===== src/verilog/wwdt_regs.vh =====
`ifndef WWDT_REGS_VH
`define WWDT_REGS_VH

// byte offsets of the register map
`define WWDT_OFF_CTRL 4'h0
`define WWDT_OFF_MODE 4'h4
`define WWDT_OFF_STAT 4'h8
`define WWDT_OFF_IRQ_STAT 4'hC
`define WWDT_ADDR_W 4

// restart_control fields
`define WWDT_KEY_HI 31
`define WWDT_KEY_LO 24
`define WWDT_KEY_VALUE 8'hA5
`define WWDT_RESTART_BIT 0

// watchdog_mode fields
`define WWDT_MODE_RESET 32'h3FFF2FFF
`define WWDT_MODE_MASK 32'h3FFFFFFF
`define WWDT_RELOAD_HI 11
`define WWDT_RELOAD_LO 0
`define WWDT_FIEN_BIT 12
`define WWDT_RSTEN_BIT 13
`define WWDT_PROCSEL_BIT 14
`define WWDT_DIS_BIT 15
`define WWDT_DELTA_HI 27
`define WWDT_DELTA_LO 16
`define WWDT_DBGHLT_BIT 28
`define WWDT_IDLEHLT_BIT 29

// watchdog_status fields
`define WWDT_UNF_BIT 0
`define WWDT_ERR_BIT 1

// interrupt registers: status in [1:0], mask in [9:8] of the same word
`define WWDT_IRQ_MASK_LO 8
`define WWDT_IRQ_STAT_HI 1
`define WWDT_IRQ_STAT_LO 0
`define WWDT_IRQ_MASK_RESET 2'h3

// counter and prescaler
`define WWDT_CNT_W 12
`define WWDT_CNT_ZERO 12'h000
`define WWDT_PRE_W 7
`define WWDT_PRE_LAST 7'h7F
`define WWDT_PRE_ZERO 7'h00
`define WWDT_PRE_ONE 7'h01
`define WWDT_CNT_ONE 12'h001
`define WWDT_RELOAD_RESET 12'hFFF

`endif


===== src/verilog/wwdt_top.v =====
// What this block does
// [RULE1] 12-bit down counter reloads from the mode register's counter field.
// [RULE2] counter decrements once per 128 slow clock periods.
// [RULE3] after reset counter field is 0xFFF, watchdog runs, reset enable set.
// [RULE4] mode register takes only its first write until processor reset.
// [RULE5] accepted mode write reloads counter and restarts counting.
// [RULE6] control writes act only when the key byte is 0xA5.
// [RULE7] keyed in-window restart reloads counter and restarts the prescaler.
// [RULE8] underflow sets underflow flag, raises fault if reset enable set.
// [RULE9] restart above delta sets error and fault, even when disabled.
// [RULE10] restart at or below delta is accepted; large delta disables check.
// [RULE11] faults raise the interrupt only with the interrupt enable bit set.
// [RULE12] fault requests all resets or processor reset only, if enabled.
// [RULE13] watchdog-caused processor reset resets the block and its flags; the interrupt mask keeps its value.
// [RULE14] status read or reset clears flags, interrupt and fault line.
// [RULE15] counter halts in debug or idle state when the halt bits say so.
// [RULE16] disable bit set stops the watchdog, clear enables it.
// [RULE17] mode layout: reload 11:0, enables 15:12, delta 27:16.
// [RULE18] status holds sticky underflow at bit 0 and error at bit 1.
// [RULE19] while disabled no decrement and no underflow; window errors remain.
`timescale 1ns/1ps
`include "wwdt_regs.vh"

module wwdt_top
(
    // clock and backup reset
    input wire clk,
    input wire rstn,
    // pins from outside this clock domain
    input wire slow_clk_in,
    input wire proc_rst_n,
    input wire debug_state,
    input wire idle_state,
    // register port
    input wire [`WWDT_ADDR_W-1:0] reg_addr,
    input wire [31:0] reg_wdata,
    input wire reg_wr,
    input wire reg_rd,
    output reg [31:0] reg_rdata,
    // to interrupt controller
    output reg irq,
    // to reset controller
    output reg wdt_fault,
    output reg reset_all_req,
    output reg reset_proc_req
);

    // two-flop synchronisers; stage one feeds stage two only
    reg slck_s1_reg;
    reg slck_s2_reg;
    reg slck_d_reg;
    reg prst_s1_reg;
    reg prst_s2_reg;
    reg dbg_s1_reg;
    reg dbg_s2_reg;
    reg idle_s1_reg;
    reg idle_s2_reg;

    // block state
    reg [31:0] watchdog_mode_reg;
    reg mode_locked_reg;
    reg [`WWDT_CNT_W-1:0] count_reg;
    reg [`WWDT_PRE_W-1:0] presc_reg;
    reg underflow_flag_reg;
    reg window_error_flag_reg;
    reg [1:0] irq_stat_reg;
    reg [1:0] irq_mask_reg;
    reg fault_reg;

    // next values
    reg [31:0] watchdog_mode_next;
    reg mode_locked_next;
    reg [`WWDT_CNT_W-1:0] count_next;
    reg [`WWDT_PRE_W-1:0] presc_next;
    reg underflow_flag_next;
    reg window_error_flag_next;
    reg [1:0] irq_stat_next;
    reg [1:0] irq_mask_next;
    reg fault_next;
    reg [31:0] rdata_next;

    // decoded fields of the mode register
    wire [`WWDT_CNT_W-1:0] counter_reload_field;
    wire [`WWDT_CNT_W-1:0] restart_window_delta;
    wire fault_interrupt_enable;
    wire fault_reset_enable;
    wire processor_only_reset_select;
    wire watchdog_disable;
    wire debug_halt;
    wire idle_halt;

    // decoded bus, timer and reset events
    wire wr_ctrl;
    wire wr_mode;
    wire wr_irq;
    wire rd_stat;
    wire key_ok;
    wire restart_req;
    wire in_window;
    wire slow_edge;
    wire halted;
    wire tick;
    wire underflow_evt;
    wire error_evt;
    wire proc_rst_active;

    // one strobe at one exact offset; the four strobe decodes share this, not the read mux
    function wwdt_hit;
        input strobe;
        input [`WWDT_ADDR_W-1:0] addr;
        input [`WWDT_ADDR_W-1:0] offset;
        begin
            wwdt_hit = strobe && (addr == offset);
        end
    endfunction

    // a fault is a reset request only with reset enable; select picks which
    function wwdt_req;
        input fault;
        input enable;
        input proc_sel;
        input want_proc;
        begin
            wwdt_req = fault && enable && (proc_sel == want_proc);
        end
    endfunction

    // [RULE17] field layout of the mode register
    assign counter_reload_field =
        watchdog_mode_reg[`WWDT_RELOAD_HI:`WWDT_RELOAD_LO];
    assign restart_window_delta =
        watchdog_mode_reg[`WWDT_DELTA_HI:`WWDT_DELTA_LO];
    assign fault_interrupt_enable = watchdog_mode_reg[`WWDT_FIEN_BIT];
    assign fault_reset_enable = watchdog_mode_reg[`WWDT_RSTEN_BIT];
    assign processor_only_reset_select =
        watchdog_mode_reg[`WWDT_PROCSEL_BIT];
    assign watchdog_disable = watchdog_mode_reg[`WWDT_DIS_BIT];
    assign debug_halt = watchdog_mode_reg[`WWDT_DBGHLT_BIT];
    assign idle_halt = watchdog_mode_reg[`WWDT_IDLEHLT_BIT];

    // address decode of the strobes
    assign wr_ctrl = wwdt_hit(reg_wr, reg_addr, `WWDT_OFF_CTRL);
    assign wr_mode = wwdt_hit(reg_wr, reg_addr, `WWDT_OFF_MODE);
    assign wr_irq = wwdt_hit(reg_wr, reg_addr, `WWDT_OFF_IRQ_STAT);
    assign rd_stat = wwdt_hit(reg_rd, reg_addr, `WWDT_OFF_STAT);

    // a wrong key throws the whole write away
    assign key_ok =
        (reg_wdata[`WWDT_KEY_HI:`WWDT_KEY_LO] == `WWDT_KEY_VALUE); // RULE6
    assign restart_req =
        wr_ctrl && key_ok && reg_wdata[`WWDT_RESTART_BIT]; // RULE6
    // delta at or above reload value makes every count legal
    assign in_window = (count_reg <= restart_window_delta); // RULE10
    // window check ignores the disable bit on purpose
    assign error_evt = restart_req && !in_window; // RULE9

    // slow clock is sampled, so one tick per rising edge seen here
    assign slow_edge = slck_s2_reg && !slck_d_reg;
    assign halted = (debug_halt && dbg_s2_reg) ||
                    (idle_halt && idle_s2_reg); // RULE15
    assign tick = slow_edge && !halted && !watchdog_disable &&
                  (presc_reg == `WWDT_PRE_LAST); // RULE2 RULE16 RULE19
    assign underflow_evt = tick && (count_reg == `WWDT_CNT_ZERO); // RULE8
    // processor reset acts two edges after its pin falls
    assign proc_rst_active = !prst_s2_reg;

    // synchronisers for pins; proc reset idles released
    always @(posedge clk or negedge rstn)
    begin
        if (!rstn)
        begin
            slck_s1_reg <= 1'b0;
            slck_s2_reg <= 1'b0;
            slck_d_reg <= 1'b0;
            prst_s1_reg <= 1'b1;
            prst_s2_reg <= 1'b1;
            dbg_s1_reg <= 1'b0;
            dbg_s2_reg <= 1'b0;
            idle_s1_reg <= 1'b0;
            idle_s2_reg <= 1'b0;
        end
        else
        begin
            slck_s1_reg <= slow_clk_in;
            slck_s2_reg <= slck_s1_reg;
            slck_d_reg <= slck_s2_reg;
            prst_s1_reg <= proc_rst_n;
            prst_s2_reg <= prst_s1_reg;
            dbg_s1_reg <= debug_state;
            dbg_s2_reg <= dbg_s1_reg;
            idle_s1_reg <= idle_state;
            idle_s2_reg <= idle_s1_reg;
        end
    end

    // mode register: write once, unlocked only by processor reset
    always @*
    begin
        watchdog_mode_next = watchdog_mode_reg;
        mode_locked_next = mode_locked_reg;
        if (proc_rst_active)
        begin
            watchdog_mode_next = `WWDT_MODE_RESET; // RULE3 RULE4
            mode_locked_next = 1'b0; // RULE4
        end
        else if (wr_mode && !mode_locked_reg)
        begin
            watchdog_mode_next = reg_wdata & `WWDT_MODE_MASK; // RULE4
            mode_locked_next = 1'b1; // RULE4
        end
    end

    // counter and prescaler
    always @*
    begin
        count_next = count_reg;
        presc_next = presc_reg;
        if (proc_rst_active)
        begin
            // reset value of the mode register's reload field
            count_next = `WWDT_RELOAD_RESET; // RULE3 RULE13
            presc_next = `WWDT_PRE_ZERO;
        end
        else if (wr_mode && !mode_locked_reg)
        begin
            // new parameters take effect from a fresh period
            count_next = reg_wdata[`WWDT_RELOAD_HI:`WWDT_RELOAD_LO]; // RULE5
            presc_next = `WWDT_PRE_ZERO; // RULE5
        end
        else if (restart_req && in_window)
        begin
            count_next = counter_reload_field; // RULE7 RULE10 RULE1
            presc_next = `WWDT_PRE_ZERO; // RULE7
        end
        else if (slow_edge && !halted && !watchdog_disable)
        begin
            // prescaler freezes with the counter while halted or disabled
            presc_next = presc_reg + `WWDT_PRE_ONE; // RULE2 RULE15 RULE19
            // after underflow the counter reloads and keeps counting
            if (underflow_evt)
                count_next = counter_reload_field; // RULE1
            else if (tick)
                count_next = count_reg - `WWDT_CNT_ONE; // RULE1
        end
    end

    // sticky flags: an event in the clearing cycle keeps its flag set
    always @*
    begin
        underflow_flag_next = underflow_flag_reg;
        window_error_flag_next = window_error_flag_reg;
        irq_stat_next = irq_stat_reg;
        irq_mask_next = irq_mask_reg;
        fault_next = fault_reg;
        if (proc_rst_active)
        begin
            underflow_flag_next = 1'b0; // RULE13 RULE14
            window_error_flag_next = 1'b0; // RULE13 RULE14
            irq_stat_next = 2'h0; // RULE14
            fault_next = 1'b0; // RULE14
        end
        else
        begin
            // reading status acknowledges every fault at once
            if (rd_stat)
            begin
                underflow_flag_next = 1'b0; // RULE14
                window_error_flag_next = 1'b0; // RULE14
                irq_stat_next = 2'h0; // RULE14
                fault_next = 1'b0; // RULE14
            end
            // write-one-to-clear status and a new mask in the same word
            if (wr_irq)
            begin
                irq_stat_next = irq_stat_reg &
                    ~reg_wdata[`WWDT_IRQ_STAT_HI:`WWDT_IRQ_STAT_LO];
                irq_mask_next =
                    reg_wdata[`WWDT_IRQ_MASK_LO+1:`WWDT_IRQ_MASK_LO];
            end
            if (underflow_evt)
            begin
                underflow_flag_next = 1'b1; // RULE8 RULE18
                irq_stat_next[`WWDT_UNF_BIT] = 1'b1;
                if (fault_reset_enable)
                    fault_next = 1'b1; // RULE8
            end
            if (error_evt)
            begin
                window_error_flag_next = 1'b1; // RULE9 RULE18
                irq_stat_next[`WWDT_ERR_BIT] = 1'b1;
                fault_next = 1'b1; // RULE9
            end
        end
    end

    // read mux; unmapped and write-only offsets read as zero
    always @*
    begin
        rdata_next = 32'h00000000;
        if (reg_rd)
        begin
            case (reg_addr)
                `WWDT_OFF_MODE:
                    rdata_next = watchdog_mode_reg; // RULE17
                `WWDT_OFF_STAT:
                begin
                    rdata_next[`WWDT_UNF_BIT] = underflow_flag_reg; // RULE18
                    rdata_next[`WWDT_ERR_BIT] =
                        window_error_flag_reg; // RULE18
                end
                `WWDT_OFF_IRQ_STAT:
                begin
                    rdata_next[`WWDT_IRQ_STAT_HI:`WWDT_IRQ_STAT_LO] =
                        irq_stat_reg;
                    rdata_next[`WWDT_IRQ_MASK_LO+1:`WWDT_IRQ_MASK_LO] =
                        irq_mask_reg;
                end
                default:
                    rdata_next = 32'h00000000;
            endcase
        end
    end

    // state registers
    always @(posedge clk or negedge rstn)
    begin
        if (!rstn)
        begin
            watchdog_mode_reg <= `WWDT_MODE_RESET; // RULE3
            mode_locked_reg <= 1'b0;
            count_reg <= `WWDT_RELOAD_RESET; // RULE3
            presc_reg <= `WWDT_PRE_ZERO;
            underflow_flag_reg <= 1'b0;
            window_error_flag_reg <= 1'b0;
            irq_stat_reg <= 2'h0;
            irq_mask_reg <= `WWDT_IRQ_MASK_RESET;
            fault_reg <= 1'b0;
        end
        else
        begin
            watchdog_mode_reg <= watchdog_mode_next;
            mode_locked_reg <= mode_locked_next;
            count_reg <= count_next;
            presc_reg <= presc_next;
            underflow_flag_reg <= underflow_flag_next;
            window_error_flag_reg <= window_error_flag_next;
            irq_stat_reg <= irq_stat_next;
            irq_mask_reg <= irq_mask_next;
            fault_reg <= fault_next;
        end
    end

    // outputs straight from flops, one cycle behind the state
    always @(posedge clk or negedge rstn)
    begin
        if (!rstn)
        begin
            reg_rdata <= 32'h00000000;
            irq <= 1'b0;
            wdt_fault <= 1'b0;
            reset_all_req <= 1'b0;
            reset_proc_req <= 1'b0;
        end
        else
        begin
            reg_rdata <= rdata_next;
            irq <= fault_interrupt_enable &&
                   (|(irq_stat_reg & irq_mask_reg)); // RULE11
            wdt_fault <= fault_reg;
            reset_all_req <= wwdt_req(fault_reg, fault_reset_enable,
                processor_only_reset_select, 1'b0); // RULE12
            reset_proc_req <= wwdt_req(fault_reg, fault_reset_enable,
                processor_only_reset_select, 1'b1); // RULE12
        end
    end

endmodule

===== config.mk =====
export PLATFORM = sky130hd
export DESIGN_NAME = wwdt_top
export DESIGN_NICKNAME = d
export VERILOG_FILES = /design/src/verilog/wwdt_top.v
export VERILOG_INCLUDE_DIRS = /design/src /design/src/verilog
export SDC_FILE = /design/constraint.sdc
export NUM_CORES = 1
export LEC_CHECK = 0
export BUFFER_PORTS_ARGS = -buffer_cell sky130_fd_sc_hd__buf_2
export CAP_MARGIN = 20
export CORE_UTILIZATION = 25
export DETAILED_ROUTE_END_ITERATION = 10
export PLACE_DENSITY_LB_ADDON = 0.15
export SKIP_CTS_REPAIR_TIMING = 1
export SLEW_MARGIN = 20
export SYNTH_ARGS = -nofsm -noshare
export SYNTH_HDL_FRONTEND = slang
export SYNTH_SLANG_ARGS = --single-unit

===== constraint.sdc =====
create_clock -name clk -period 5.4 [get_ports clk]
set_input_delay 0.27 -clock clk [delete_from_list [all_inputs] [get_ports clk]]
set_output_delay 0.27 -clock clk [all_outputs]
set_load 0.005 [all_outputs]

# Yosys cells after proc, flatten, opt, wreduce, memory -nomap -nowiden

Cells that the tools add are included.

$add $sub $neg: 2
Magnitude comparators: 1
Equal/unequal tests: 12
Mux-type cells: 34
Bitwise logic cells: 4
Reduce and logical (&&, ||, !) cells: 31

Operators with widths:

| operator                                            | number |
|---|---|
| 2-to-1 mux 32 bit                                   | 3 |
| 2-to-1 mux 12 bit                                   | 6 |
| 2-to-1 mux 7 bit                                    | 4 |
| 2-to-1 mux 22 bit                                   | 1 |
| logical AND 1 bit                                   | 20 |
| 2-to-1 mux 1 bit                                    | 14 |
| less-or-equal comparator 12 bit                     | 1 |
| zero test 12 bit                                    | 1 |
| != test 4 x 1 -> 1 bit, second input constant       | 3 |
| subtractor 12 x 1 -> 12 bit, second input constant  | 1 |
| equality test 4 bit, second input constant          | 2 |
| equality test 8 bit, second input constant          | 1 |
| adder 7 x 1 -> 7 bit, second input constant         | 1 |
| equality test 7 bit, second input constant          | 1 |
| 2-to-1 mux 2 bit                                    | 3 |
| 2-to-1 mux 6 bit                                    | 1 |
| != test 3 x 1 -> 1 bit, second input constant       | 2 |
| one-hot mux 2 bit (3 select lines)                  | 1 |
| zero test 1 bit                                     | 5 |
| != test 5 x 1 -> 1 bit, second input constant       | 1 |
| AND 2 bit                                           | 2 |
| equality test 4 x 3 -> 1 bit, second input constant | 1 |
| zero test 4 bit                                     | 1 |
| one-hot mux 2 bit (2 select lines)                  | 1 |
| 6 further kinds                                     | 7 |

Register bits after elaboration: 104
Input bits: 44
Logic and storage cells: 108

# Logic depth before layout (Yosys ltp)

Gate-level depths: netlist of the first run.

Depth after elaboration: 12
Gate-level depth with buffers: 10

# Least setup slack after synthesis of the first run

OpenSTA, ideal clock, no wires.

Path kind: flip-flop to flip-flop
From: reg watchdog_mode_reg[17]
To: reg count_reg[11]
Arrival time: 2112 ps
Data required time: 5317 ps
Slack: 3204 ps
Cell stages (with the launch flop): 10
Cells stage by stage: dfstp_2 > inv_1 > ha_1 > nor2b_1 > o211ai_1 > a211o_1 > a31oi_1 > o21ai_0 > and2_1 > a221o_1

Word-level cells in the longest chain between the ends: 5

RTL lines:

| item                              | RTL line       | source |
|---|---|---|
| start: declaration                | wwdt_top.v:60  | `reg [31:0] watchdog_mode_reg;` |
| start signal: assignment          | wwdt_top.v:329 | `` watchdog_mode_reg <= `WWDT_MODE_RESET; `` |
| start signal: assignment          | wwdt_top.v:341 | `watchdog_mode_reg <= watchdog_mode_next;` |
| less-or-equal comparator 12 bit * | wwdt_top.v:153 | `assign in_window = (count_reg <= restart_window_delta);` |
| logical AND 1 bit *               | wwdt_top.v:230 | `else if (restart_req && in_window)` |
| 2-to-1 mux 12 bit                 | wwdt_top.v:230 |  |
| 2-to-1 mux 12 bit                 | wwdt_top.v:224 | `else if (wr_mode && !mode_locked_reg)` |
| 2-to-1 mux 12 bit                 | wwdt_top.v:218 | `if (proc_rst_active)` |
| end signal: assignment            | wwdt_top.v:331 | `` count_reg <= `WWDT_RELOAD_RESET; `` |
| end signal: assignment            | wwdt_top.v:343 | `count_reg <= count_next;` |
| end: declaration                  | wwdt_top.v:62  | `` reg [`WWDT_CNT_W-1:0] count_reg; `` |

Mark *: on every way between the ends. The rest lies on a longest branch, timed or not.
A chain may end at the register's enable or synchronous reset.

# Worst setup path in the final report of the first run

From: reg count_reg[5]
To: reg count_reg[1]

Word-level cells in the longest chain between the ends: 7

RTL lines:

| item |
|---|
| parallel branches: the longest is 7 deep, another holds less-or-equal comparator 12 bit |

Parallel ways; which one is timed is not known. The select of a mux whose other input is x is not followed.

==> impl_metrics.json, run 1 <==
{
  "die-area_um2": 18800,
  "postSynthAreaPerCell_um2": 10.6,
  "ir_worst_vdd_uv": 148,
  "finalMaxSlewViolations": 0,
  "die_w_um": 137,
  "drtPass1Iterations": 4,
  "worstMarginPinSlew_ns": 0.954,
  "drc": 0,
  "cp_common_cell": "a22oi_1",
  "gp_congestion": 0.830,
  "async_flop_share": 1.00,
  "critPathLaunchType": "register",
  "synth_edf_count": 0,
  "die-height_um": 137,
  "outcome": "complete, no violations",
  "cts-root-buf": "clkbuf_16",
  "clock_path_buffers": 2,
  "whs_ns": 0.0240,
  "grtUsageTotal": 0.143,
  "grt.overflow.total": 0,
  "finalCritPeriodShare": 0.468,
  "synth_warnings": 0,
  "setup_viol": 0,
  "critical_path_required_ns": 5.68,
  "crit_type": "reg2reg",
  "holdPathStages": 1,
  "ys.flop_type": "dfrtp_1",
  "min_path_type": "in2reg",
  "synth_most_common_cell": "nand2_1",
  "pre_cts_slack_ns": 2.88,
  "yosys.cell_types.count": 46,
  "h-tree-depth": 3,
  "reg2reg_slack_ns": 2.88,
  "seq_area_um2": 2560,
  "antenna_left": 0,
  "holdPathEnd": "idle_s1_reg",
  "path_cells": "nor4_2 -> and4_1 -> and3_1 -> a22oi_1 -> nand2_1 -> a22oi_1 -> a22oi_1",
  "synth_area_leaders": "dfrtp_1 31%, dfstp_2 25%, nand2_1 5.5%, ha_1 4.1%, and2_1 2.7%",
  "grt_max_degree": 74,
  "endpoint_kind": "register",
  "finClkSkew_ns": 0.00951,
  "maxCapViolCount": 0,
  "io_buffers": 77,
  "r2r-end": "count_reg[1]",
  "fmax_ghz": 0.396,
  "slew_headroom": 0.364,
  "io_pins": 80,
  "r2r_start": "count_reg[5]",
  "start_util": 0.255,
  "cts_tree": "built",
  "layout_setup_ws_ns": 2.88,
  "wire_per_inst_um": 16.6,
  "fp.coreArea_um2": 17900,
  "finalCriticalPeriod_ns": 2.53,
  "netlist_instances": 430,
  "power.leakage_uw": 0.00257,
  "powerDensity_nw_per_um2": 286,
  "clk_pin_slew_worst_paths_ns": 0.07,
  "synth.top_cells.by_count": "67 x nand2_1, 57 x dfrtp_1, 43 x dfstp_2, 22 x nor2_1, 20 x and2_1",
  "cts_sinks": 100,
  "via_per_inst": 4.66,
  "rows": 49,
  "antenna_found_initial": 0,
  "tns_ns": 0,
  "nets": 565,
  "finalHoldViolations": 0,
  "fillers": 1893,
  "multi_input_area_um2": 1850,
  "diodes": 0,
  "max_stage_delay_ns": 0.52,
  "slowest_stage": "nor4_2",
  "arrival_ns": 2.80,
  "final_util": 0.308,
  "synth-seq-cells": 100,
  "drt_iter0_markers": 162,
  "syn_to_final_growth_pct": 20.8,
  "clk_latency_ns": 0.36,
  "routed_wl_mm": 12.3,
  "synth_top_area_frac": 0.313,
  "grt_pass1_wl_mm": 20.0,
  "synth-seq-area-share": 0.561,
  "rsz0062_at_grt": "false",
  "dp_hpwl_mm": 8.52,
  "critPathMaxFanout": 12,
  "p_total_uw": 1580,
  "drive_gt1_frac": 0.295,
  "synth_top_cell_by_area": "dfrtp_1",
  "ff2ff_path_depth": 7,
  "numCtsBuffers": 9,
  "vias": 3451,
  "grt_pass1_vias": 3564,
  "synth_area_um2": 4560,
  "hold_start": "idle_state"
}
## worst max-delay path, delay by kind of cell (launching register included)
| kind | cells | cell delay (ns) |
|---|---|---|
| compound gates | 3 | 0.42 |
| flops | 1 | 0.39 |
| simple gates | 4 | 1.63 |
## power by group
group	total (uW)	internal (uW)	switching [uW]
Clock	663	373	290
Sequential	797	777	19.1
Combinational	117	47.6	69.7
## final cells by class
cell class,count,area share
Sequential cell,100,0.464
Multi-Input combinational cell,294,0.336
Timing Repair Buffer,84,0.0809
Tap cell,229,0.0520
Clock buffer,11,0.0441
Inverter,17,0.0116
Clock inverter,5,0.0111
## worst max-delay path by stage
stage,startpoint,endpoint,slack [ns],cells past startpoint
final,count_reg[5],count_reg[1],2.88,7
after global routing,watchdog_mode_reg[15],count_reg[3],2.72,7
after CTS,watchdog_mode_reg[15],count_reg[1],2.91,7
after detailed placement,reg_addr[1],presc_reg[3],2.88,9
after global placement,reg_addr[3],presc_reg[3],2.84,9
after floorplan,watchdog_mode_reg[17],count_reg[11],3.20,9
## per-stage QoR
| stage | cells | area (um^2) |
|---|---|---|
| after floorplan | 431 | 4560 |
| after global placement | 722 | 5180 |
| after detailed placement | 722 | 5180 |
| after CTS | 738 | 5490 |
| after global routing | 740 | 5510 |
| final | 740 | 5510 |
## placed cells by master, fill, tap and decap left out, types with 5 or more instances in the layout
cell / instances
buf_2: 76
nand2_1: 67
dfrtp_1: 57
dfstp_2: 43
nor2_1: 21
and2_1: 20
nor3_1: 19
nand3_1: 18
inv_1: 17
a21oi_1: 16
ha_1: 15
o211ai_1: 12
a21o_1: 11
a22oi_1: 9
a21boi_0: 9
clkbuf_16: 9
nand4_1: 8
a221o_1: 6
buf_4: 6
mux2_2: 5
o21ai_0: 5
a31oi_1: 5
and4_1: 5
## metal layers
layer | routed length, um | GRT usage | up-vias
met2 | 5980 | 0.235 | 77
met3 | 558 | 0.0374 | 13
met4 | 148 | 0.0409 | 0
met5 | 0 | 0 | -
li1 | - | - | 1660
met1 | 5580 | 0.185 | 1701
## kinds of logic (layout without fill, tap and decap cells)
group / count (synthesis) / count (layout) / synth area share
compound gates: 83 / 83 / 0.130
xor+xnor: 8 / 8 / 0.0154
fa+ha+maj: 15 / 15 / 0.0412
buf+inv: 37 / 117 / 0.0354
flops: 100 / 100 / 0.561
mux: 9 / 9 / 0.0211
other cells: 1 / 2 / 0.000822
simple gates: 177 / 177 / 0.195
Power figures use the tool's default switching activity.
==> run 2: changes to the inputs <==
==> constraint.sdc (replaced) <==
create_clock -name clk -period 2.6 [get_ports clk]
set_input_delay 0.13 -clock clk [delete_from_list [all_inputs] [get_ports clk]]
set_output_delay 0.13 -clock clk [all_outputs]
set_load 0.005 [all_outputs]
==> run 2 against run 1 <==
- critical path depth is 2 higher
- sequential share of layout area is 1.1 points lower
- via count is 0.75% higher
- critical endpoint is now count_reg[11]
- power is 110% higher
==> impl_metrics.json, run 2 (same netlist as run 1, synthesis figures left out) <==
{
  "setup_viol": 0,
  "maxCapViolCount": 0,
  "numCtsBuffers": 9,
  "critPathMaxFanout": 3,
  "critPathLaunchType": "register",
  "path_delay_family": "compound AO/OA/AOI/OAI gates",
  "hold_start": "reg_wdata[13]",
  "ir_worst_vdd_uv": 382,
  "instances_no_fill": 754,
  "tns_ns": 0,
  "rows": 49,
  "finClkSkew_ns": 0.00638,
  "finalCritPeriodShare": 0.920,
  "io_pins": 80,
  "power.share.clock": 0.420,
  "grt_max_degree": 53,
  "holdPathEnd": "watchdog_mode_reg[13]",
  "fp.coreArea_um2": 17900,
  "outcome": "complete, no violations",
  "slowest_stage": "dfstp_2",
  "vias": 3477,
  "start_util": 0.255,
  "r2r-end": "count_reg[11]",
  "ff2ff_path_depth": 9,
  "cts_sinks": 100,
  "p_int_uw": 2530,
  "switching_share": 0.232,
  "drive_gt1_frac": 0.307,
  "antenna_left": 0,
  "grt.overflow.total": 0,
  "rsz0062_at_grt": "false",
  "final_cell_mix": "76 x buf_2, 67 x nand2_1, 57 x dfrtp_1",
  "arrival_ns": 2.67,
  "min_path_type": "in2reg",
  "nets": 579,
  "power.leakage_uw": 0.00266,
  "via_per_inst": 4.61,
  "cts_tree": "built",
  "grtUsageTotal": 0.145,
  "routed_wl_mm": 12.4,
  "wire_per_inst_um": 16.4,
  "path_buf_inv": 1,
  "max_stage_delay_ns": 0.52,
  "seq_power_share": 0.500,
  "h-tree-depth": 3,
  "grt_pass1_wl_mm": 20.4,
  "fillers": 1893,
  "critical_path_required_ns": 2.88,
  "whs_ns": 0.0101,
  "drt_iter0_markers": 167,
  "reg2reg_slack_ns": 0.21,
  "clk_latency_ns": 0.35,
  "cts-root-buf": "clkbuf_16",
  "path_cells": "inv_1 -> ha_1 -> nor2b_1 -> o211ai_1 -> a211o_1 -> a31oi_1 -> o21ai_0 -> and2_1 -> a221o_1",
  "p_switching_uw": 762,
  "drtPass1Iterations": 4,
  "worstMarginPinSlew_ns": 0.496,
  "slew_headroom": 0.666,
  "clock_path_buffers": 2,
  "endpoint_kind": "register",
  "powerDensity_nw_per_um2": 583,
  "finalMaxSlewViolations": 0,
  "finalCriticalPeriod_ns": 2.39,
  "holdPathStages": 3,
  "dp_hpwl_mm": 9.16,
  "die_w_um": 137,
  "final_util": 0.315,
  "place_inst": 733,
  "crit_type": "reg2reg",
  "antenna_found_initial": 0,
  "drc": 0,
  "die-area_um2": 18800,
  "grt_pass1_vias": 3780,
  "io_buffers": 77,
  "final_common_cell": "buf_2",
  "die-height_um": 137,
  "dpl-instance-area_um2": 5290,
  "r2r_start": "watchdog_mode_reg[17]",
  "final_area_um2": 5650,
  "fmax_ghz": 0.418,
  "finalHoldViolations": 0,
  "diodes": 0,
  "combPwrFrac": 0.080,
  "gp_congestion": 0.818,
  "clk_pin_slew_worst_paths_ns": 0.07,
  "syn_to_final_growth_pct": 23.8
}
run 2: cell type report:
type / count / area (um^2) / area share
flip-flops and latches: 100 / 2560 / 0.453
well taps: 229 / 287 / 0.0507
clock buffers: 12 / 258 / 0.0456
inverters: 17 / 63.8 / 0.0113
clock inverters: 4 / 46.3 / 0.00820
multi-input cells: 294 / 1850 / 0.328
repair buffers: 98 / 583 / 0.103
run 2: power by group through the flow:
stage,Clock (uW),Sequential (uW),Combinational (uW)
after CTS,1450,1650,263
after global placement,0,1670,260
after detailed placement,0,1670,262
final,1380,1650,262
after global routing,1510,1650,300
after floorplan,0,1660,138
run 2: worst max-delay path by stage:
stage	start	endpoint	slack, ns	cells past startpoint
4_1_cts	watchdog_mode_reg[17]	count_reg[11]	0.20	9
6_report	watchdog_mode_reg[17]	count_reg[11]	0.21	9
2_1_floorplan	watchdog_mode_reg[17]	count_reg[11]	0.40	9
3_3_place_gp	watchdog_mode_reg[17]	count_reg[11]	0.25	9
5_1_grt	watchdog_mode_reg[17]	count_reg[11]	0.05	9
3_5_place_dp	watchdog_mode_reg[17]	count_reg[11]	0.22	9
run 2: layer usage:
layer,GRT usage,share of wire
met5,0,0
met4,0.0330,0.011
met3,0.0404,0.047
met2,0.243,0.49
met1,0.185,0.45
run 2: metrics by stage:
step,setup slack (ns),power [uW]
6_report,0.207,3290
5_1_grt,0.0539,3460
4_1_cts,0.200,3360
3_5_place_dp,0.219,1940
3_3_place_gp,0.251,1930
2_1_floorplan,0.404,1800
run 2: worst reg2reg max path, stage by stage, from the launching register on:
cell	delay [ns]
dfstp_2	0.52
inv_1	0.06
ha_1	0.29
nor2b_1	0.13
o211ai_1	0.09
a211o_1	0.29
a31oi_1	0.21
o21ai_0	0.17
and2_1	0.22
a221o_1	0.34
